--- src/inc/cemc_pkg.sv ---
// Constants for the enhanced level-control and misc control register group
package cemc_pkg;
  // ----------------------------------------------------------------
  // Register addresses
  // ----------------------------------------------------------------
  localparam logic [6:0] ADDR_LVL_ONE = 7'h46;
  localparam logic [6:0] ADDR_LVL_TWO = 7'h47;
  localparam logic [6:0] ADDR_MISC = 7'h49;
  localparam logic [6:0] ADDR_TIE_OFF = 7'h4b;
  localparam logic [6:0] ADDR_P2P = 7'h4c;

  // ----------------------------------------------------------------
  // Reset values
  // ----------------------------------------------------------------
  localparam logic [8:0] RST_LVL_ONE = 9'h001;
  localparam logic [8:0] RST_LVL_TWO = 9'h000;
  localparam logic [8:0] RST_MISC = 9'h000;
  localparam logic [8:0] RST_TIE_OFF = 9'h000;
  localparam logic [8:0] RST_P2P = 9'h000;

  // ----------------------------------------------------------------
  // Field positions
  // ----------------------------------------------------------------
  localparam int LVL1_GAIN_MSB = 5;
  localparam int LVL1_TABLE_BIT = 6;
  localparam int LVL1_THR_SEL_BIT = 7;
  localparam int LVL1_GATE_SEL_BIT = 8;
  localparam int LVL2_LIM_DIS_BIT = 8;
  localparam int MISC_OS256_BIT = 0;
  localparam int MISC_VCO_PASS_BIT = 1;
  localparam int MISC_EXACT_MUTE_BIT = 2;
  localparam int MISC_NOTCH_NODLY_BIT = 3;
  localparam int MISC_SF_DIS_BIT = 4;
  localparam int MISC_SF_FLUSH_BIT = 5;
  localparam int MISC_SF_THR_LSB = 6;
  localparam int MISC_SPI_FORCE_BIT = 8;
  localparam int TIE_REF_LSB = 0;
  localparam int TIE_SPK_STAGE_BIT = 7;

  // Writable bits of each register; the rest read zero, except level register one bits 0..5, which read the gain
  localparam logic [8:0] MASK_LVL_ONE = 9'h1c0;
  localparam logic [8:0] MASK_LVL_TWO = 9'h100;
  localparam logic [8:0] MASK_MISC = 9'h1ff;
  localparam logic [8:0] MASK_TIE_OFF = 9'h087;

  // ----------------------------------------------------------------
  // Timing counts
  // ----------------------------------------------------------------
  localparam logic [9:0] NOTCH_DELAY_SAMPLES = 10'h200;
  localparam logic [8:0] SF_LIMIT_00 = 9'h0ff;
  localparam logic [8:0] SF_LIMIT_01 = 9'h0fd;
  localparam logic [8:0] SF_LIMIT_10 = 9'h0fe;
  localparam logic [8:0] SF_LIMIT_11 = 9'h0ff;
  localparam logic [8:0] SF_COUNT_MAX = 9'h1ff;
endpackage

--- src/hw/cemc_regs.sv ---
// Enhanced level-control and misc control register group with its control decode
// Notes on behaviour
// Level register one bit 6 picks default or alternate target level table.
// Level register one bit 7 picks peak or peak-to-peak for threshold logic.
// Level register one bit 8 picks peak or peak-to-peak for noise gate.
// Fast limiter disable bit is active low enable; reset leaves limiter on.
// Oversample force bit set means 256x regardless of other rate select.
// Unlocked PLL output blocked unless unlocked pass bit is set.
// Exact mute bit forces DAC output to zero while softmute active.
// Notch output used after 512 samples unless no-delay bit set.
// Short frame detection enabled when its disable bit is zero.
// Flush bit makes a short frame event reset DSP state.
// Short frame when frame under 255, 253, 254 or 255 clocks by field.
// SPI force bit selects four-wire 24-bit SPI whatever the mode pin.
// Without force, mode pin low gives two-wire, high gives 16-bit SPI.
// Manual reference switch bits close switches; else power register decides.
// Tie-off bit 7 selects two or three speaker amplifier stages.
// Peak-to-peak register reads the current amplitude register in bits 0..8.
// Both channels controlled: report larger of left and right amplitude.
// Undefined bits read zero and ignore writes.
`timescale 1ns/1ps
module cemc_regs
(
  // Clock, reset and enable
  input wire logic clk_sys,
  input wire logic arst_n,
  input wire logic clk_en,
  // Decoded register access from the serial control port
  input wire logic reg_wr,
  input wire logic reg_rd,
  input wire logic [6:0] reg_addr,
  input wire logic [8:0] reg_wdata,
  output logic [8:0] reg_rdata,
  // Level-control datapath
  input wire logic [5:0] lvl_gain,
  input wire logic [8:0] p2p_left,
  input wire logic [8:0] p2p_right,
  input wire logic both_channels,
  output logic target_table_select,
  output logic threshold_detector_select,
  output logic gate_detector_select,
  output logic fast_limiter_on,
  // DAC and PLL
  input wire logic dac_rate_sel,
  input wire logic pll_locked,
  input wire logic softmute_active,
  output logic dac_os256,
  output logic vco_out_enable,
  output logic dac_force_zero,
  // Notch filter
  input wire logic notch_enable,
  input wire logic sample_tick,
  output logic notch_out_use,
  // Frame sync supervision
  input wire logic frame_sync,
  output logic short_frame_event,
  output logic dsp_flush,
  // Control port mode
  input wire logic mode_pin,
  output logic ctrl_spi_mode,
  output logic ctrl_spi_24bit,
  // Analog switches
  input wire logic [2:0] pwr_ref_switch,
  output logic [2:0] ref_switch_close,
  output logic speaker_stage_select
);

  // ----------------------------------------------------------------
  // Pin synchronisers
  // ----------------------------------------------------------------
  logic [1:0] lock_sync;
  logic [1:0] mode_sync;
  logic [1:0] fs_sync;
  logic fs_last;
  logic [1:0] next_lock_sync;
  logic [1:0] next_mode_sync;
  logic [1:0] next_fs_sync;
  logic next_fs_last;
  logic fs_rise;

  always_comb
  begin
    next_lock_sync = {lock_sync[0], pll_locked};
    next_mode_sync = {mode_sync[0], mode_pin};
    next_fs_sync = {fs_sync[0], frame_sync};
    next_fs_last = fs_sync[1];
  end

  always_ff @(posedge clk_sys or negedge arst_n)
  begin
    if (!arst_n)
    begin
      lock_sync <= 2'h0;
      mode_sync <= 2'h0;
      fs_sync <= 2'h0;
      fs_last <= 1'b0;
    end
    else if (clk_en)
    begin
      lock_sync <= next_lock_sync;
      mode_sync <= next_mode_sync;
      fs_sync <= next_fs_sync;
      fs_last <= next_fs_last;
    end
  end

  // Edge is taken from the second and third stage only
  assign fs_rise = fs_sync[1] & ~fs_last;

  // ----------------------------------------------------------------
  // Register storage
  // ----------------------------------------------------------------
  logic [8:0] lvl_one;
  logic [8:0] lvl_two;
  logic [8:0] misc;
  logic [8:0] tie_off;
  logic [8:0] p2p_hold;
  logic [5:0] gain_hold;
  logic [8:0] next_lvl_one;
  logic [8:0] next_lvl_two;
  logic [8:0] next_misc;
  logic [8:0] next_tie_off;
  logic [8:0] next_p2p_hold;
  logic [5:0] next_gain_hold;
  logic [8:0] next_rdata;

  always_comb
  begin
    next_lvl_one = lvl_one;
    next_lvl_two = lvl_two;
    next_misc = misc;
    next_tie_off = tie_off;
    next_gain_hold = lvl_gain;
    // Larger channel only when both are under level control
    if (both_channels && (p2p_right > p2p_left))
      next_p2p_hold = p2p_right;
    else
      next_p2p_hold = p2p_left;
    if (reg_wr)
    begin
      case (reg_addr)
        cemc_pkg::ADDR_LVL_ONE: next_lvl_one = reg_wdata & cemc_pkg::MASK_LVL_ONE;
        cemc_pkg::ADDR_LVL_TWO: next_lvl_two = reg_wdata & cemc_pkg::MASK_LVL_TWO;
        cemc_pkg::ADDR_MISC: next_misc = reg_wdata & cemc_pkg::MASK_MISC;
        cemc_pkg::ADDR_TIE_OFF: next_tie_off = reg_wdata & cemc_pkg::MASK_TIE_OFF;
        default: next_misc = misc;
      endcase
    end
    next_rdata = reg_rdata;
    if (reg_rd)
    begin
      case (reg_addr)
        cemc_pkg::ADDR_LVL_ONE: next_rdata = {lvl_one[8:6], gain_hold};
        cemc_pkg::ADDR_LVL_TWO: next_rdata = lvl_two;
        cemc_pkg::ADDR_MISC: next_rdata = misc;
        cemc_pkg::ADDR_TIE_OFF: next_rdata = tie_off;
        cemc_pkg::ADDR_P2P: next_rdata = p2p_hold;
        default: next_rdata = 9'h000;
      endcase
    end
  end

  always_ff @(posedge clk_sys or negedge arst_n)
  begin
    if (!arst_n)
    begin
      lvl_one <= cemc_pkg::RST_LVL_ONE & cemc_pkg::MASK_LVL_ONE;
      gain_hold <= cemc_pkg::RST_LVL_ONE[cemc_pkg::LVL1_GAIN_MSB:0];
      lvl_two <= cemc_pkg::RST_LVL_TWO;
      misc <= cemc_pkg::RST_MISC;
      tie_off <= cemc_pkg::RST_TIE_OFF;
      p2p_hold <= cemc_pkg::RST_P2P;
      reg_rdata <= 9'h000;
    end
    else if (clk_en)
    begin
      lvl_one <= next_lvl_one;
      gain_hold <= next_gain_hold;
      lvl_two <= next_lvl_two;
      misc <= next_misc;
      tie_off <= next_tie_off;
      p2p_hold <= next_p2p_hold;
      reg_rdata <= next_rdata;
    end
  end

  // ----------------------------------------------------------------
  // Notch filter settling delay
  // ----------------------------------------------------------------
  logic [9:0] notch_cnt;
  logic [9:0] next_notch_cnt;
  logic next_notch_use;

  always_comb
  begin
    next_notch_cnt = notch_cnt;
    if (!notch_enable)
      next_notch_cnt = 10'h000;
    else if (sample_tick && (notch_cnt != cemc_pkg::NOTCH_DELAY_SAMPLES))
      next_notch_cnt = notch_cnt + 10'h001;
    // Bypassing the delay trades the settling transient for immediate effect
    next_notch_use = notch_enable & (misc[cemc_pkg::MISC_NOTCH_NODLY_BIT] |
                     (notch_cnt == cemc_pkg::NOTCH_DELAY_SAMPLES));
  end

  always_ff @(posedge clk_sys or negedge arst_n)
  begin
    if (!arst_n)
    begin
      notch_cnt <= 10'h000;
      notch_out_use <= 1'b0;
    end
    else if (clk_en)
    begin
      notch_cnt <= next_notch_cnt;
      notch_out_use <= next_notch_use;
    end
  end

  // ----------------------------------------------------------------
  // Short frame sync detection
  // ----------------------------------------------------------------
  logic [8:0] frame_cnt;
  logic frame_seen;
  logic [8:0] next_frame_cnt;
  logic next_frame_seen;
  logic [8:0] sf_limit;
  logic next_short;
  logic next_flush;

  always_comb
  begin
    case (misc[cemc_pkg::MISC_SF_THR_LSB +: 2])
      2'h0: sf_limit = cemc_pkg::SF_LIMIT_00;
      2'h1: sf_limit = cemc_pkg::SF_LIMIT_01;
      2'h2: sf_limit = cemc_pkg::SF_LIMIT_10;
      default: sf_limit = cemc_pkg::SF_LIMIT_11;
    endcase
    next_frame_cnt = frame_cnt;
    next_frame_seen = frame_seen;
    next_short = 1'b0;
    if (fs_rise)
    begin
      // The first edge after reset has no previous frame to measure
      next_short = frame_seen & (frame_cnt < sf_limit) &
                   ~misc[cemc_pkg::MISC_SF_DIS_BIT];
      next_frame_cnt = 9'h001;
      next_frame_seen = 1'b1;
    end
    else if (frame_cnt != cemc_pkg::SF_COUNT_MAX)
      next_frame_cnt = frame_cnt + 9'h001;
    next_flush = next_short & misc[cemc_pkg::MISC_SF_FLUSH_BIT];
  end

  always_ff @(posedge clk_sys or negedge arst_n)
  begin
    if (!arst_n)
    begin
      frame_cnt <= 9'h000;
      frame_seen <= 1'b0;
      short_frame_event <= 1'b0;
      dsp_flush <= 1'b0;
    end
    else if (clk_en)
    begin
      frame_cnt <= next_frame_cnt;
      frame_seen <= next_frame_seen;
      short_frame_event <= next_short;
      dsp_flush <= next_flush;
    end
  end

  // ----------------------------------------------------------------
  // Registered control outputs
  // ----------------------------------------------------------------
  logic next_table;
  logic next_thr_sel;
  logic next_gate_sel;
  logic next_lim_on;
  logic next_os256;
  logic next_vco_en;
  logic next_force_zero;
  logic next_spi_mode;
  logic next_spi_24;
  logic [2:0] next_ref_close;
  logic next_spk_stage;

  always_comb
  begin
    next_table = lvl_one[cemc_pkg::LVL1_TABLE_BIT];
    next_thr_sel = lvl_one[cemc_pkg::LVL1_THR_SEL_BIT];
    next_gate_sel = lvl_one[cemc_pkg::LVL1_GATE_SEL_BIT];
    next_lim_on = ~lvl_two[cemc_pkg::LVL2_LIM_DIS_BIT];
    next_os256 = misc[cemc_pkg::MISC_OS256_BIT] | dac_rate_sel;
    next_vco_en = lock_sync[1] | misc[cemc_pkg::MISC_VCO_PASS_BIT];
    next_force_zero = misc[cemc_pkg::MISC_EXACT_MUTE_BIT] & softmute_active;
    next_spi_mode = misc[cemc_pkg::MISC_SPI_FORCE_BIT] | mode_sync[1];
    next_spi_24 = misc[cemc_pkg::MISC_SPI_FORCE_BIT];
    next_ref_close = tie_off[cemc_pkg::TIE_REF_LSB +: 3] | pwr_ref_switch;
    next_spk_stage = tie_off[cemc_pkg::TIE_SPK_STAGE_BIT];
  end

  // Mode resets low and follows the pin three clocks after reset release, behind the two-stage synchroniser
  always_ff @(posedge clk_sys or negedge arst_n)
  begin
    if (!arst_n)
    begin
      target_table_select <= 1'b0;
      threshold_detector_select <= 1'b0;
      gate_detector_select <= 1'b0;
      fast_limiter_on <= 1'b1;
      dac_os256 <= 1'b0;
      vco_out_enable <= 1'b0;
      dac_force_zero <= 1'b0;
      ctrl_spi_mode <= 1'b0;
      ctrl_spi_24bit <= 1'b0;
      ref_switch_close <= 3'h0;
      speaker_stage_select <= 1'b0;
    end
    else if (clk_en)
    begin
      target_table_select <= next_table;
      threshold_detector_select <= next_thr_sel;
      gate_detector_select <= next_gate_sel;
      fast_limiter_on <= next_lim_on;
      dac_os256 <= next_os256;
      vco_out_enable <= next_vco_en;
      dac_force_zero <= next_force_zero;
      ctrl_spi_mode <= next_spi_mode;
      ctrl_spi_24bit <= next_spi_24;
      ref_switch_close <= next_ref_close;
      speaker_stage_select <= next_spk_stage;
    end
  end

endmodule

--- config.mk ---
export PLATFORM = sky130hd
export DESIGN_NAME = cemc_regs
export DESIGN_NICKNAME = d
export VERILOG_FILES = /design/src/inc/cemc_pkg.sv /design/src/hw/cemc_regs.sv
export SDC_FILE = /design/constraint.sdc
export NUM_CORES = 1
export LEC_CHECK = 0
export CORE_MARGIN = 2
export CORE_UTILIZATION = 63
export DETAILED_ROUTE_END_ITERATION = 8
export DONT_BUFFER_PORTS = 1
export PLACE_DENSITY_LB_ADDON = 0.2
export SYNTH_ARGS = -nofsm -noshare
export SYNTH_HDL_FRONTEND = slang
export SYNTH_SLANG_ARGS = --single-unit
export TNS_END_PERCENT = 1
--- constraint.sdc ---
create_clock -name clk_sys -period 2.7 [get_ports clk_sys]
set_input_delay 0.54 -clock clk_sys [delete_from_list [all_inputs] [get_ports clk_sys]]
set_output_delay 0.54 -clock clk_sys [all_outputs]
set_load 0.03 [all_outputs]
==> results.md, run 1 <==
* Vias in the first global route at 2994
* Residual DRC at 0
* Leakage at 1.99 nW
* Postcts setup bufs at 0
* Fin util at 69.4%
* Core Region at 6390 um^2
* Layout Area Growth over Synthesis at 6.46%
* Routed Wire Length at 8.72 mm
* TNS Setup at 0 ps
* Row cnt at 29
* Clk_skew at 8.10 ps
* Setup crit start kind: flip-flop
* Synth area leader: dfrtp_1
* Mapped Avg Cell Area at 10.4 um^2
* H-tree depth at 3
* Sequential share of power at 55.7%
* Antenna-violating nets left at 0
* Post-synthesis cell type count at 50
* Clk buf depth at 2
* Setup crit end kind: flip-flop
* Clock share of power at 33.3%
* Post-synth ARST share at 100%
* Yosys reg bits at 84
* Crit-path max FO at 6
* Synth warnings at 0
* Via count at 3007
* Port Buffer Count at 0
* Int Power at 1.94 mW
* Worst path arrival time at 2530 ps
* Count of final max-slew check failures at 0
* GP Congestion at 0.836
* Net Count, Synth at 471
* Instance count of the mapped netlist at 401
* Max frequency at 445 MHz
* RSZ-0062 raised after global routing: false
* Pwr Density at 611 nW/um^2
* Nets at 470
* Register area share after synthesis at 50.6%
* Total congestion overflow at 0
* Tmin final at 2250 ps
* Most frequent cells in the layout: dfrtp_1, nor2_1, o21ai_0
* Hold Path Class: in2async
* Share of cells above drive strength 1 at 15.6%
* Most used flip-flop cell after synthesis: dfrtp_1
* TritonCTS Buffers at 9
* I/O pin count at 81
* Slew headroom at 63.2%
* Post-DR wirelength/cell at 18.1 um
* Global Route Usage Sum at 25.3%
* Die X at 85.3 um
* Initial Util at 65.2%
* Clock transition at the registers of the reported paths at 90 ps
* Via/cell ratio at 6.24
* Psw at 763 uW
* Synth top area share at 49.3%
* Die area at 7270 um^2
* Largest cells by area after synthesis: dfrtp_1, mux2_2, o21ai_0
* CTS tree: built
* Switch share at 28.2%
* Status: complete, no violations
* EDFF count, synth at 0
* Req. time, crit path at 2980 ps
* Height of the die at 85.3 um
* Slew @ Worst Pin at 552 ps
* Final Hold Viols at 0
* DRT iter0 DRCs at 182
* Max-cap violations at 0
* Post-Syn Area at 4160 um^2
* Sink Count at 84
* # hold bufs at CTS at 1
* Global-route wire length before repair at 14.4 mm
* Initial antenna violation count at 0
* TritonRoute pass-1 iters at 4
* Crit path kind: reg2reg
* N_diodes at 0
* Worst skew pair latency at 350 ps
* Largest net degree at the start of global routing at 83
* Setup violations, final at 0
* Root Driver: clkbuf_8
* Final Cycle Share at 83.2%
* Worst VDD drop at 0.460 mV
* Post-DP HPWL at 6.13 mm
* Commonest non-fill, non-tap cell in the layout: dfrtp_1
* Combinational Power Share at 11.0%
* Post-CTS sizing at 0
[power by group through the flow]
stage	logic, mW	registers (mW)	clock network, mW
6_report	0.297	1.51	0.901
5_1_grt	0.342	1.52	0.957
4_1_cts	0.300	1.51	0.910
3_5_place_dp	0.269	1.53	0
3_3_place_gp	0.255	1.53	0
2_1_floorplan	0.245	1.50	0
[synth_stat cells (all sizes together), types with 3 or more instances]
library cell  number
a221oi             4
nor2              45
and3               4
ha                14
nand2             28
a22oi              4
and4               4
a31oi             10
xnor2              3
and2               4
dfrtp             82
a22o               5
nand3             19
xor2               5
mux2              34
o31ai              3
buf                6
nand4              5
inv               22
o21ai             37
clkbuf             9
o22ai              3
mux2i              6
nor2b              7
a21oi             13
[worst max-delay path: stages, from the launching register on]
cell and delay [ps]:
dfrtp_1 430, ha_1 240, and2_1 140, ha_1 200
nor2b_1 350, o2111ai_1 290, or3_1 380, a21oi_1 140
[flip-flops by register name, summed over array words and instances (netlist names), 2 cells and up]
| name | cells |
|---|---|
| mode_sync | 2 |
| lock_sync | 2 |
| gain_hold | 6 |
| lvl_one | 3 |
| frame_cnt | 9 |
| p2p_hold | 9 |
| notch_cnt | 10 |
| fs_sync | 2 |
| misc | 9 |
| tie_off | 4 |
| ref_switch_close | 3 |
| reg_rdata | 9 |
[cell type report]
class | instances | area (um^2)
fillers | 487 | 1960
inverters | 22 | 82.6
flip-flops and latches | 84 | 2100
clock inverters | 7 | 76.3
multi-input cells | 280 | 1900
clock buffers | 9 | 124
repair buffers | 3 | 45.0
well taps | 77 | 96.3
[cell families (layout without fill, tap and decap cells)]
family | count (synthesis) | after routing | share of synthesized area (%)
fa+ha+maj | 14 | 14 | 4.21
xor+xnor | 8 | 8 | 1.68
mux | 40 | 40 | 10.6
buf+inv | 37 | 41 | 3.73
compound gates | 87 | 87 | 13.7
flops | 84 | 84 | 50.6
simple gates | 131 | 131 | 15.4
[worst paths after layout]
path / start / endpoint / slack (ps) / cells after the start
setup / recovery: frame_cnt[0] / frame_cnt[7] / 450 / 7
hold / removal: arst_n / gain_hold[0] / 30 / 0
setup reg to reg: frame_cnt[0] / frame_cnt[7] / 450 / 7
hold reg to reg: lvl_two[8] / fast_limiter_on / 450 / 1
max in group asynchronous: arst_n / fast_limiter_on / 2060 / 1
min in group clk_sys: clk_en / fast_limiter_on / 240 / 1
[metal layers]
layer	share of wire (%)	routed length, um	vias up	GRT usage [%]
met3	8.4	735	12	8.07
met1	42	3640	1483	32.5
met5	0	0	-	0
met4	1.7	146	0	9.09
met2	48	4190	85	40.6
li1	-	-	1427	-
[per-stage QoR]
stage	worst slack [ps]	std cells	hold WS, ps	power (mW)	instance area (um^2)
6_report	453	482	25.5	2.71	4430
4_1_cts	444	481	5.10	2.72	4420
3_3_place_gp	485	464	246	1.78	4190
2_1_floorplan	599	401	244	1.75	4160
3_5_place_dp	394	464	246	1.80	4190
5_1_grt	204	482	8.61	2.82	4430
Power figures use the tool's default switching activity.
==> run 2, diff against run 1 <==
- ABC_AREA: default -> 1
- clock period: 2.7 -> 2.07 ns (I/O delays scaled with it)
==> run 2 against run 1 <==
Total power rose by 30%. Final area rose by 4.3%. The run now ends with hold timing left. Synthesized cell count rose by 36%. Via count rose by 18%. Largest cell class unchanged. Clock-buffer cell count rose by 1. Register-to-register slack got worse by 280 ps. Clock power rose by 30%. Flip-flop and latch count did not move. First-iteration DRC count rose by 33%.
==> results.md, run 2 <==
* Status: complete, but fails checks
* Failing checks: hold timing
* Slew headroom at 59.2%
* Most common cell in the netlist: nand2_1
* FF-to-FF setup slack at 170 ps
* CTS tree: built
* Hold_ws at -245 ps
* Clk_skew at 15.6 ps
* H-tree depth at 3
* Setup violations, final at 0
* Max reg flops at 10
* Sink Count at 84
* Max-cap violations at 0
* Die X at 87.3 um
* TritonCTS Buffers at 9
* Placed Instances at 615
* Post-synthesis cell type count at 38
* Net Count, Synth at 616
* Initial antenna violation count at 0
* Via count at 3547
* Total power at 3.53 mW
* Tmin final at 1900 ps
* Global-route wire length before repair at 15.9 mm
* Slew @ Worst Pin at 607 ps
* Final Hold Viols at 84
* RSZ-0062 raised after global routing: false
* N_diodes at 0
* Clock transition at the registers of the reported paths at 100 ps
* Synth top area share at 47.0%
* Synth cell count leaders: nand2_1, dfrtp_1, nand3_1
* Crit path kind: reg2reg
* Row cnt at 30
* Vias in the first global route at 3490
* Worst VDD drop at 0.560 mV
* Hold Path Class: in2async
* Post-Syn Area at 4370 um^2
* Setup crit start kind: flip-flop
* Commonest non-fill, non-tap cell in the layout: nand2_1
* Count of final max-slew check failures at 0
* Most used flip-flop cell after synthesis: dfrtp_1
* Most frequent cells in the layout: nand2_1, dfrtp_1, nand3_1
* Synth area leader: dfrtp_1
* Routed Wire Length at 9.51 mm
* Yosys reg bits at 84
* Total congestion overflow at 0
* Clk buf depth at 2
* Final instance area at 4620 um^2
* Final Non-Filler Cells at 631
* Synth warnings at 0
* Pwr Density at 763 nW/um^2
* Req. time, crit path at 2340 ps
* Die area at 7620 um^2
* Layout Area Growth over Synthesis at 5.81%
* Core Region at 6760 um^2
* Final Cycle Share at 91.7%
* Most flop-heavy register: notch_cnt
* EDFF count, synth at 0
* Port Buffer Count at 0
* Mapped Avg Cell Area at 8.00 um^2
* GP Congestion at 0.875
* Worst path arrival time at 2160 ps
* Fillers at 545
* TritonRoute pass-1 iters at 4
* I/O pin count at 81
* Fin util at 68.4%
* Setup crit end kind: flip-flop
* Post-DR wirelength/cell at 15.1 um
* Worst skew pair latency at 350 ps
* Instance count of the mapped netlist at 546
* TNS Setup at 0 ps
* Height of the die at 87.3 um
* Largest net degree at the start of global routing at 85
* Register area share after synthesis at 48.2%
* DP Area at 4420 um^2
* Root Driver: clkbuf_8
* Nets at 616
* Post-DP HPWL at 6.82 mm
* Crit-path max FO at 10
* Via/cell ratio at 5.62
* Share of cells above drive strength 1 at 8.89%
* Leakage at 2.39 nW
* Post-synth ARST share at 100%
* Global Route Usage Sum at 26.9%
* Place WS at 142 ps
* Residual DRC at 0
* DRT iter0 DRCs at 242
* Max frequency at 527 MHz
* Antenna-violating nets left at 0
* Initial Util at 64.7%
* Worst Setup Slack, final at 173 ps
* Largest cells by area after synthesis: dfrtp_1, nand2_1, nand3_1
## run 2: cell count changes after synthesis, sizes merged, moves of 5 or more
cell   before  now
nor2b       7    0
inv        22   60
a22o        5    0
nand3      19   71
nand2      28  190
mux2       34    3
nor2       45   22
o21ai      37   45
a31oi      10    0
mux2i       6    0
nor3        2   11
## run 2: path summary, 6_finish.rpt
check / from / endpoint / cells after the start
worst max-delay path: frame_cnt[0] / frame_cnt[6] / 10
worst min-delay path: arst_n / reg_rdata[0] / 0
min in group clk_sys: lvl_gain[0] / gain_hold[0] / 2
worst max register to register: frame_cnt[0] / frame_cnt[6] / 10
worst min register to register: gain_hold[0] / gain_hold[0] / 2
max in group asynchronous: arst_n / fast_limiter_on / 0
## run 2: kinds of logic after synthesis
logic type	Yosys count	share of synthesized area [%]
simple gates	306	31.4
fa+ha+maj	14	4.01
compound gates	61	7.87
xor+xnor	4	0.802
flops	84	48.2
buf+inv	74	6.76
mux	3	1.03
## run 2: area by class of cell
| cell class | instances | area, um^2 | area share, % |
|---|---|---|---|
| Sequential cell | 84 | 2100 | 45.5 |
| Multi-Input combinational cell | 388 | 1970 | 42.7 |
| Inverter | 60 | 225 | 4.87 |
| Clock buffer | 10 | 128 | 2.76 |
| Tap cell | 80 | 100 | 2.17 |
| Clock inverter | 6 | 71.3 | 1.54 |
| Timing Repair Buffer | 3 | 22.5 | 0.487 |
## run 2: timing repair
action,4_1_cts,5_1_grt
buffers inserted,0,0
setup endpoints to repair,0,1
gates resized for setup,0,1
hold endpoints to repair,84,84
## run 2: metal layers
metal  wire [um]  up-vias  GRT usage [%]
met4         152        0           7.83
li1            -     1763              -
met5           0        -              0
met2        4820       87           44.8
met1        4060     1685           34.9
met3         472       12           6.64
## run 2: power breakdown
group / total (mW) / switching, mW / leakage (nW) / internal [mW]
Combinational: 0.418 / 0.260 / 1.19 / 0.158
Clock: 1.17 / 0.603 / 0.0935 / 0.569
Sequential: 1.94 / 0.163 / 1.10 / 1.77
## run 2: critical path: stages (launching register included)
cell     delay [ps]
dfrtp_1         430
ha_2            240
and3_1          190
ha_1            170
inv_1            50
nand2_1         110
nand2_4         150
nand3_2         110
nor2_1          140
a21oi_1          80
nor3_1          140
